===== config.mk =====
export PLATFORM = sky130hd
export DESIGN_NAME = itb_irq_ctrl
export DESIGN_NICKNAME = d
export VERILOG_FILES = /design/src/itb_pkg.sv /design/src/itb_irq_ctrl.sv
export SDC_FILE = /design/constraint.sdc
export NUM_CORES = 1
export LEC_CHECK = 0
export BUFFER_PORTS_ARGS = -buffer_cell sky130_fd_sc_hd__buf_2
export CORE_MARGIN = 2
export CORE_UTILIZATION = 50
export CTS_CLUSTER_SIZE = 10
export DETAILED_ROUTE_END_ITERATION = 8
export GPL_ROUTABILITY_DRIVEN = 0
export PLACE_DENSITY = 0.75
export RECOVER_POWER = 100
export SLEW_MARGIN = 20
export SYNTH_ARGS = -nofsm -noshare
export SYNTH_HDL_FRONTEND = slang
export SYNTH_SLANG_ARGS = --single-unit
export TNS_END_PERCENT = 1

===== constraint.sdc =====
create_clock -name clk_i -period 6.7 [get_ports clk_i]
set_input_delay 1.005 -clock clk_i [delete_from_list [all_inputs] [get_ports clk_i]]
set_output_delay 1.005 -clock clk_i [all_outputs]
set_load 0.01 [all_outputs]

===== src/itb_pkg.sv =====
// Shared constants for the interrupt sources and time base block
package itb_pkg;
	localparam logic [7:0] ITB_OFS_PSC  = 8'h00;
	localparam logic [7:0] ITB_OFS_TB0  = 8'h04;
	localparam logic [7:0] ITB_OFS_TB1  = 8'h08;
	localparam logic [7:0] ITB_OFS_CTRL = 8'h0C;
	localparam logic [7:0] ITB_OFS_FLAG = 8'h10;
	localparam logic [7:0] ITB_OFS_STAT = 8'h14;
	localparam int ITB_NFLAG = 11;
	localparam int ITB_NCTRL = 12;
	localparam int F_GRP0 = 0;
	localparam int F_GRP1 = 1;
	localparam int F_T0A  = 2;
	localparam int F_T0P  = 3;
	localparam int F_T1A  = 4;
	localparam int F_T1P  = 5;
	localparam int F_EE   = 6;
	localparam int F_TB0  = 7;
	localparam int F_TB1  = 8;
	localparam int F_SIM  = 9;
	localparam int F_CMP  = 10;
	localparam int C_GIE  = 0;
	localparam int C_GE0  = 1;
	localparam int C_GE1  = 2;
	localparam int C_T0A  = 3;
	localparam int C_T0P  = 4;
	localparam int C_T1A  = 5;
	localparam int C_T1P  = 6;
	localparam int C_EE   = 7;
	localparam int C_TB0  = 8;
	localparam int C_TB1  = 9;
	localparam int C_SIM  = 10;
	localparam int C_CMP  = 11;
	localparam int TB_RUN = 7;
	localparam logic [7:0] PSC_MASK = 8'h03;
	localparam logic [7:0] TB_MASK  = 8'h87;
	localparam logic [1:0] PSC_SYS  = 2'h0;
	localparam logic [1:0] PSC_DIV4 = 2'h1;
	localparam logic [1:0] DIV4_LAST = 2'h3;
	localparam logic [15:0] TB_BASE = 16'h0100;
	localparam logic [3:0] STACK_DEPTH = 4'h8;
	localparam logic [7:0] PSC_RST = 8'h00;
	localparam logic [7:0] TB_RST = 8'h00;
	localparam logic [ITB_NCTRL-1:0] CTRL_RST = 12'h000;
	localparam logic [ITB_NFLAG-1:0] FLAG_RST = 11'h000;
	typedef enum logic [2:0] {
		VEC_GRP0, VEC_GRP1, VEC_TB0, VEC_TB1, VEC_SIM, VEC_CMP, VEC_NONE
	} itb_vec_t;
endpackage


===== src/itb_irq_ctrl.sv =====
// Interrupt request flags, time bases, vectoring and wake-up logic
//
// Local design decisions: the register offsets and the Wishbone slave port.
`timescale 1ns/1ps
module itb_irq_ctrl
	import itb_pkg::*;
(
	input  wire logic        clk_i,
	input  wire logic        rst_i,
	input  wire logic        cyc_i,
	input  wire logic        stb_i,
	input  wire logic        we_i,
	input  wire logic [7:0]  adr_i,
	input  wire logic [3:0]  sel_i,
	input  wire logic [31:0] dat_i,
	output logic      [31:0] dat_o,
	output logic             ack_o,
	input  wire logic [1:0]  tm_match_a_i,
	input  wire logic [1:0]  tm_match_p_i,
	input  wire logic        ee_done_i,
	input  wire logic        sim_xfer_i,
	input  wire logic        sim_addr_match_i,
	input  wire logic        sim_timeout_i,
	input  wire logic        cmp_out_i,
	input  wire logic        sub_tick_i,
	input  wire logic        cpu_boundary_i,
	input  wire logic        call_i,
	input  wire logic        ret_i,
	input  wire logic        return_with_irq_enable_i,
	input  wire logic        sleep_i,
	output logic             irq_req_o,
	output logic             irq_enter_o,
	output logic      [2:0]  irq_vector_o,
	output logic             push_pc_o,
	output logic      [3:0]  stack_level_o,
	output logic             wake_o
);

	function automatic logic [31:0] lane_merge(input logic [31:0] old_w,
		input logic [31:0] new_w, input logic [3:0] sel);
		logic [31:0] m;
		m = {{8{sel[3]}}, {8{sel[2]}}, {8{sel[1]}}, {8{sel[0]}}};
		return (new_w & m) | (old_w & ~m);
	endfunction

	// Overflow when the low (8 + code) counter bits are all ones
	function automatic logic period_hit(input logic [14:0] cnt,
		input logic [2:0] code);
		logic [14:0] mask;
		mask = 15'((TB_BASE << code) - 16'h0001);
		return (cnt & mask) == mask;
	endfunction

	logic [7:0]           psc_reg;
	logic [7:0]           tb0_reg;
	logic [7:0]           tb1_reg;
	logic [ITB_NCTRL-1:0] ctrl_reg;
	logic [ITB_NCTRL-1:0] ctrl_next;
	logic [ITB_NFLAG-1:0] flag_reg;
	logic [ITB_NFLAG-1:0] flag_next;
	logic [ITB_NFLAG-1:0] flag_prev_reg;
	logic [1:0]           div_cnt_reg;
	logic [14:0]          tb0_cnt_reg;
	logic [14:0]          tb1_cnt_reg;
	logic                 cmp_prev_reg;
	logic [3:0]           level_reg;
	logic [3:0]           level_next;

	wire logic        bus_req  = cyc_i && stb_i && !ack_o;
	wire logic        bus_wr   = bus_req && we_i;
	wire logic        wr_psc   = bus_wr && adr_i == ITB_OFS_PSC;
	wire logic        wr_tb0   = bus_wr && adr_i == ITB_OFS_TB0;
	wire logic        wr_tb1   = bus_wr && adr_i == ITB_OFS_TB1;
	wire logic        wr_ctrl  = bus_wr && adr_i == ITB_OFS_CTRL;
	wire logic        wr_flag  = bus_wr && adr_i == ITB_OFS_FLAG;
	wire logic [31:0] psc_wide = {24'h00_0000, psc_reg};
	wire logic [31:0] tb0_wide = {24'h00_0000, tb0_reg};
	wire logic [31:0] tb1_wide = {24'h00_0000, tb1_reg};
	wire logic [31:0] ctrl_wide = {20'h0_0000, ctrl_reg};
	wire logic [31:0] flag_wide = {21'h00_0000, flag_reg};
	wire logic [31:0] ctrl_wr_w = lane_merge(ctrl_wide, dat_i, sel_i);
	wire logic [31:0] flag_wr_w = lane_merge(flag_wide, dat_i, sel_i);
	wire logic [31:0] psc_wr_w = lane_merge(psc_wide, dat_i, sel_i);
	wire logic [31:0] tb0_wr_w = lane_merge(tb0_wide, dat_i, sel_i);
	wire logic [31:0] tb1_wr_w = lane_merge(tb1_wide, dat_i, sel_i);

	// Prescaler clock as a one-cycle enable
	wire logic [1:0] psc_src  = psc_reg[1:0];
	wire logic       div4_hit = div_cnt_reg == DIV4_LAST;
	wire logic       psc_tick = (psc_src == PSC_SYS) ? 1'b1 :
		(psc_src == PSC_DIV4) ? div4_hit : sub_tick_i;
	wire logic       tb0_run  = tb0_reg[TB_RUN];
	wire logic       tb1_run  = tb1_reg[TB_RUN];
	wire logic       tb0_ovf  = tb0_run && psc_tick &&
		period_hit(tb0_cnt_reg, tb0_reg[2:0]);
	wire logic       tb1_ovf  = tb1_run && psc_tick &&
		period_hit(tb1_cnt_reg, tb1_reg[2:0]);

	// Source events; source flags record them whatever the enables say, group flags only enabled sources
	wire logic ev_t0a = tm_match_a_i[0];
	wire logic ev_t0p = tm_match_p_i[0];
	wire logic ev_t1a = tm_match_a_i[1];
	wire logic ev_t1p = tm_match_p_i[1];
	wire logic ev_sim = sim_xfer_i || sim_addr_match_i ||
		sim_timeout_i;
	wire logic ev_cmp = cmp_out_i ^ cmp_prev_reg;
	wire logic ev_grp0 = (ev_t0a && ctrl_reg[C_T0A]) ||
		(ev_t0p && ctrl_reg[C_T0P]);
	wire logic ev_grp1 = (ev_t1a && ctrl_reg[C_T1A]) ||
		(ev_t1p && ctrl_reg[C_T1P]) || (ee_done_i && ctrl_reg[C_EE]);
	wire logic [ITB_NFLAG-1:0] ev_vec = {ev_cmp, ev_sim, tb1_ovf,
		tb0_ovf, ee_done_i, ev_t1p, ev_t1a, ev_t0p, ev_t0a,
		ev_grp1, ev_grp0};

	// Vector requests
	wire logic gie        = ctrl_reg[C_GIE];
	wire logic stack_full = level_reg == STACK_DEPTH;
	wire logic src0_on = (flag_reg[F_T0A] && ctrl_reg[C_T0A]) ||
		(flag_reg[F_T0P] && ctrl_reg[C_T0P]);
	wire logic src1_on = (flag_reg[F_T1A] && ctrl_reg[C_T1A]) ||
		(flag_reg[F_T1P] && ctrl_reg[C_T1P]) ||
		(flag_reg[F_EE] && ctrl_reg[C_EE]);
	wire logic rq_grp0 = flag_reg[F_GRP0] && ctrl_reg[C_GE0] && src0_on;
	wire logic rq_grp1 = flag_reg[F_GRP1] && ctrl_reg[C_GE1] && src1_on;
	wire logic rq_tb0  = flag_reg[F_TB0] && ctrl_reg[C_TB0];
	wire logic rq_tb1  = flag_reg[F_TB1] && ctrl_reg[C_TB1];
	wire logic rq_sim  = flag_reg[F_SIM] && ctrl_reg[C_SIM];
	wire logic rq_cmp  = flag_reg[F_CMP] && ctrl_reg[C_CMP];
	wire logic rq_any  = rq_grp0 || rq_grp1 || rq_tb0 || rq_tb1 ||
		rq_sim || rq_cmp;
	wire logic irq_ok  = gie && !stack_full && rq_any;
	wire logic enter_w = irq_ok && cpu_boundary_i;

	// Fixed order: groups, time bases, serial, comparator
	wire itb_vec_t vec_sel = rq_grp0 ? VEC_GRP0 :
		rq_grp1 ? VEC_GRP1 :
		rq_tb0 ? VEC_TB0 :
		rq_tb1 ? VEC_TB1 :
		rq_sim ? VEC_SIM :
		rq_cmp ? VEC_CMP : VEC_NONE;

	// Service clears only group, time base, serial, comparator flags
	logic [ITB_NFLAG-1:0] svc_clr;
	always_comb begin
		svc_clr = '0;
		if (enter_w) begin
			case (vec_sel)
				VEC_GRP0: svc_clr[F_GRP0] = 1'b1;
				VEC_GRP1: svc_clr[F_GRP1] = 1'b1;
				VEC_TB0:  svc_clr[F_TB0] = 1'b1;
				VEC_TB1:  svc_clr[F_TB1] = 1'b1;
				VEC_SIM:  svc_clr[F_SIM] = 1'b1;
				VEC_CMP:  svc_clr[F_CMP] = 1'b1;
				default:  svc_clr = '0;
			endcase
		end
	end

	// Set wins over any clear in the same cycle
	wire logic [ITB_NFLAG-1:0] flag_kept = wr_flag ?
		flag_wr_w[ITB_NFLAG-1:0] : flag_reg;
	assign flag_next = (flag_kept & ~svc_clr) | ev_vec;

	always_comb begin
		ctrl_next = wr_ctrl ? ctrl_wr_w[ITB_NCTRL-1:0] : ctrl_reg;
		if (enter_w) begin
			ctrl_next[C_GIE] = 1'b0;
		end else if (return_with_irq_enable_i) begin
			ctrl_next[C_GIE] = 1'b1;
		end
	end

	// Calls beyond the last level are dropped, not wrapped
	wire logic push_w = (enter_w || call_i) && !stack_full;
	wire logic pop_w  = (ret_i || return_with_irq_enable_i) &&
		level_reg != 4'h0;
	assign level_next = push_w && !pop_w ? level_reg + 4'h1 :
		pop_w && !push_w ? level_reg - 4'h1 : level_reg;

	wire logic [ITB_NFLAG-1:0] flag_rise = flag_reg & ~flag_prev_reg;
	wire logic [31:0] rd_word =
		adr_i == ITB_OFS_PSC  ? (psc_wide & {24'h00_0000, PSC_MASK}) :
		adr_i == ITB_OFS_TB0  ? (tb0_wide & {24'h00_0000, TB_MASK}) :
		adr_i == ITB_OFS_TB1  ? (tb1_wide & {24'h00_0000, TB_MASK}) :
		adr_i == ITB_OFS_CTRL ? ctrl_wide :
		adr_i == ITB_OFS_FLAG ? flag_wide :
		adr_i == ITB_OFS_STAT ? {26'h000_0000, irq_ok, stack_full,
			level_reg} : 32'h0000_0000;

	assign irq_req_o     = irq_ok;
	assign stack_level_o = level_reg;

	always_ff @(posedge clk_i) begin
		if (rst_i) begin
			ack_o <= 1'b0;
			dat_o <= 32'h0000_0000;
		end else begin
			ack_o <= bus_req;
			dat_o <= bus_req ? rd_word : dat_o;
		end
	end

	always_ff @(posedge clk_i) begin
		if (rst_i) begin
			psc_reg <= PSC_RST;
			tb0_reg <= TB_RST;
			tb1_reg <= TB_RST;
		end else begin
			if (wr_psc) psc_reg <= psc_wr_w[7:0] & PSC_MASK;
			if (wr_tb0) tb0_reg <= tb0_wr_w[7:0] & TB_MASK;
			if (wr_tb1) tb1_reg <= tb1_wr_w[7:0] & TB_MASK;
		end
	end

	always_ff @(posedge clk_i) begin
		if (rst_i) begin
			ctrl_reg      <= CTRL_RST;
			flag_reg      <= FLAG_RST;
			flag_prev_reg <= FLAG_RST;
			level_reg     <= 4'h0;
			cmp_prev_reg  <= 1'b0;
		end else begin
			ctrl_reg      <= ctrl_next;
			flag_reg      <= flag_next;
			flag_prev_reg <= flag_reg;
			level_reg     <= level_next;
			cmp_prev_reg  <= cmp_out_i;
		end
	end

	// Stopped time bases restart from zero for a full first period
	always_ff @(posedge clk_i) begin
		if (rst_i) begin
			div_cnt_reg <= 2'h0;
			tb0_cnt_reg <= 15'h0000;
			tb1_cnt_reg <= 15'h0000;
		end else begin
			div_cnt_reg <= div_cnt_reg + 2'h1;
			if (!tb0_run) tb0_cnt_reg <= 15'h0000;
			else if (psc_tick) tb0_cnt_reg <= tb0_cnt_reg + 15'h0001;
			if (!tb1_run) tb1_cnt_reg <= 15'h0000;
			else if (psc_tick) tb1_cnt_reg <= tb1_cnt_reg + 15'h0001;
		end
	end

	always_ff @(posedge clk_i) begin
		if (rst_i) begin
			irq_enter_o  <= 1'b0;
			push_pc_o    <= 1'b0;
			irq_vector_o <= 3'(VEC_NONE);
			wake_o       <= 1'b0;
		end else begin
			irq_enter_o <= enter_w;
			push_pc_o   <= enter_w;
			if (enter_w) irq_vector_o <= 3'(vec_sel);
			wake_o <= sleep_i && |flag_rise;
		end
	end
endmodule // itb_irq_ctrl


==> impl_metrics.json <==
{
  "status": "finished with violations",
  "violations": "max-capacitance violations, max-slew violations",
  "drt-total-wl_um": 11300,
  "grt_max_degree": 70,
  "ctsHtreeMaxLevel": 3,
  "clock_latency_ps": 360,
  "rows": 36,
  "cap_violations": 1,
  "path_clk_slew_ps": 100,
  "power-per-cell-area_nw_per_um2": 216,
  "drt_iter0_drc": 341,
  "drt_first_pass_iters": 6,
  "nets": 699,
  "post_drt_wl_per_cell_um": 14.7,
  "p_int_mw": 0.819,
  "grt_pass1_vias": 3814,
  "syn_area_per_cell_sq_um": 8.46,
  "stdcell_area_sq_um": 5330,
  "antenna_found_initial": 0,
  "dieArea_sq_um": 10600,
  "clock.fmax_mhz": 229,
  "overflow": 0,
  "yosys.area.top_type": "dfxtp_1",
  "die_x_um": 103,
  "dr_total_vias": 4187,
  "numCtsBuffers": 9,
  "yosysTopAreaCellShare_pct": 40.5,
  "yosys.cell_types.count": 69,
  "initial_core_util_pct": 50.7,
  "cts_tree": "yes",
  "diodes": 0,
  "power.leakage_nw": 2.01,
  "whs_ps": 427,
  "fillers": 950,
  "cts_root_buffer": "clkbuf_8",
  "placed_area_sq_um": 5190,
  "syn_area_sq_um": 4890,
  "slew_headroom_pct": -97.7,
  "synth-seq-cells": 99,
  "viasPerCell": 5.47,
  "synth_commonest_cells": "dfxtp_1 (99), nor2_1 (68), nand2_1 (55), a21oi_1 (48)",
  "ctsHoldBuffers": 0,
  "top_level_ports": 108,
  "critPathMaxFanout": 69,
  "fin_setup_tns_ps": 0,
  "pwr-share-comb_pct": 14.8,
  "die_y_um": 103,
  "required_ps": 6950,
  "crit_arrival_ps": 4610,
  "hpwl_um": 8340,
  "async_flop_share_pct": 0,
  "yosysMostFrequentCell": "dfxtp_1",
  "synth_edf_count": 0,
  "ctsResizeCount": 0,
  "synthCells": 578,
  "clockBufferDepth": 2,
  "syn2layout_area_growth_pct": 8.98,
  "finalCritPeriodShare_pct": 65.1,
  "setup_viol": 0,
  "coreArea_sq_um": 9640,
  "grt_setup_unrepaired": "false",
  "synth_area_leaders": "dfxtp_1 (41%), nor2_1 (5.2%), a21oi_1 (4.9%)",
  "final-max-slew-violation-count": 70,
  "final_antenna_net_count": 0,
  "worst_setup_path_end_kind": "flip-flop",
  "crit_type": "in -> reg",
  "cts_setup_buffers": 0,
  "switchingPower_mw": 0.332,
  "ys_seq_area_share_pct": 40.5,
  "tightest_slew_ps": 2970,
  "skew_ps": 11.1,
  "min_period_ps": 4360,
  "hold_viol_final": 0,
  "sequentialPowerShare_pct": 54.7,
  "start_kind": "input pin",
  "layout-drive-gt1-share_pct": 11.4,
  "p_clk_share_pct": 30.6,
  "power.total_mw": 1.15,
  "ys.flop_type": "dfxtp_1",
  "io_buffers": 65,
  "sw_frac_of_total_pct": 28.8,
  "yosysWarningCount": 0,
  "drc": 0,
  "grt_pass1_wl_um": 18400,
  "worstHoldPathType": "reg -> reg",
  "vdd_drop_max_mv": 0.120,
  "cts.sinks": 99,
  "grt_usage_pct": 22.1
}
[cells by family (layout without fill, tap and decap cells)]
kind of cell / count (synthesis) / count (layout) / synth area share, %
compound gates: 121 / 121 / 16.0
xor+xnor: 27 / 27 / 4.84
fa+ha+maj: 7 / 7 / 1.94
buf+inv: 70 / 106 / 7.34
flops: 99 / 99 / 40.5
mux: 27 / 27 / 5.76
other cells: 1 / 20 / 0.0767
simple gates: 226 / 226 / 23.5
[worst paths after layout]
path / startpoint / endpoint / slack [ps] / depth (start not counted)
min reg2reg: div_cnt_reg[0]$_SDFF_PP0_ / div_cnt_reg[0]$_SDFF_PP0_ / 430 / 1
max reg2reg: stack_level_o[0]$_SDFFE_PP0P_ / stack_level_o[3]$_SDFFE_PP0P_ / 3650 / 12
min: div_cnt_reg[0]$_SDFF_PP0_ / div_cnt_reg[0]$_SDFF_PP0_ / 430 / 1
max: rst_i / flag_reg[8]$_SDFF_PP0_ / 2340 / 6
[power by group through the flow]
stage	Sequential, mW	Clock (mW)	Combinational (mW)
floorplan	0.640	0	0.129
global placement	0.641	0	0.166
detailed placement	0.642	0	0.173
CTS	0.628	0.361	0.173
global route	0.633	0.385	0.193
finish	0.629	0.351	0.170
[worst max-delay path, cell delays in order]
cell	delay [ps]
buf_2	80
clkbuf_1	2090
inv_1	510
nand2_1	650
or3_1	210
o22ai_1	60
[stage by stage]
step / setup WS [ps] / cells / util, %
2_1_floorplan: 3890 / 597 / -
3_3_place_gp: 3550 / 750 / 53.9
3_5_place_dp: 3500 / 750 / 53.9
4_1_cts: 3680 / 766 / 55.7
5_1_grt: 1980 / 766 / 55.3
6_report: 2340 / 766 / 55.3
[cell usage in the layout, fill, tap and decap left out, drive strengths merged, types with 4 or more instances in the layout]
cell	synthesis	layout
ha	6	6
nand4	9	9
nor3	14	14
nand2	55	55
a21oi	48	48
o21ai	23	23
mux2i	24	24
nor2	69	69
nand3	20	20
xnor2	20	20
and2	4	4
clkbuf	14	35
nand2b	5	5
dfxtp	99	99
nor2b	15	15
a22oi	6	6
o22ai	4	4
inv	24	26
a22o	9	9
conb	1	20
or3	9	9
xor2	7	7
buf	32	41
a211oi	4	4
and3	8	8
[per-layer routing]
layer	up-vias	track usage (%)	share of wire [%]	routed length (um)
li1	2080	-	-	-
met1	1965	29.0	44	4980
met2	132	37.1	49	5470
met3	10	4.34	6.2	700
met4	0	5.97	1.2	131
met5	-	0	0	0
[area by class of cell]
cell class | count | area, sq um | area share (%)
timing repair buffer | 66 | 299 | 5.61
sequential | 99 | 1980 | 37.2
inverter | 24 | 90.1 | 1.69
clock inverter | 6 | 50.0 | 0.939
clock buffer | 10 | 128 | 2.39
multi-input combinational | 428 | 2620 | 49.1
tap | 133 | 166 | 3.12
(Power assumes the default switching activity.)
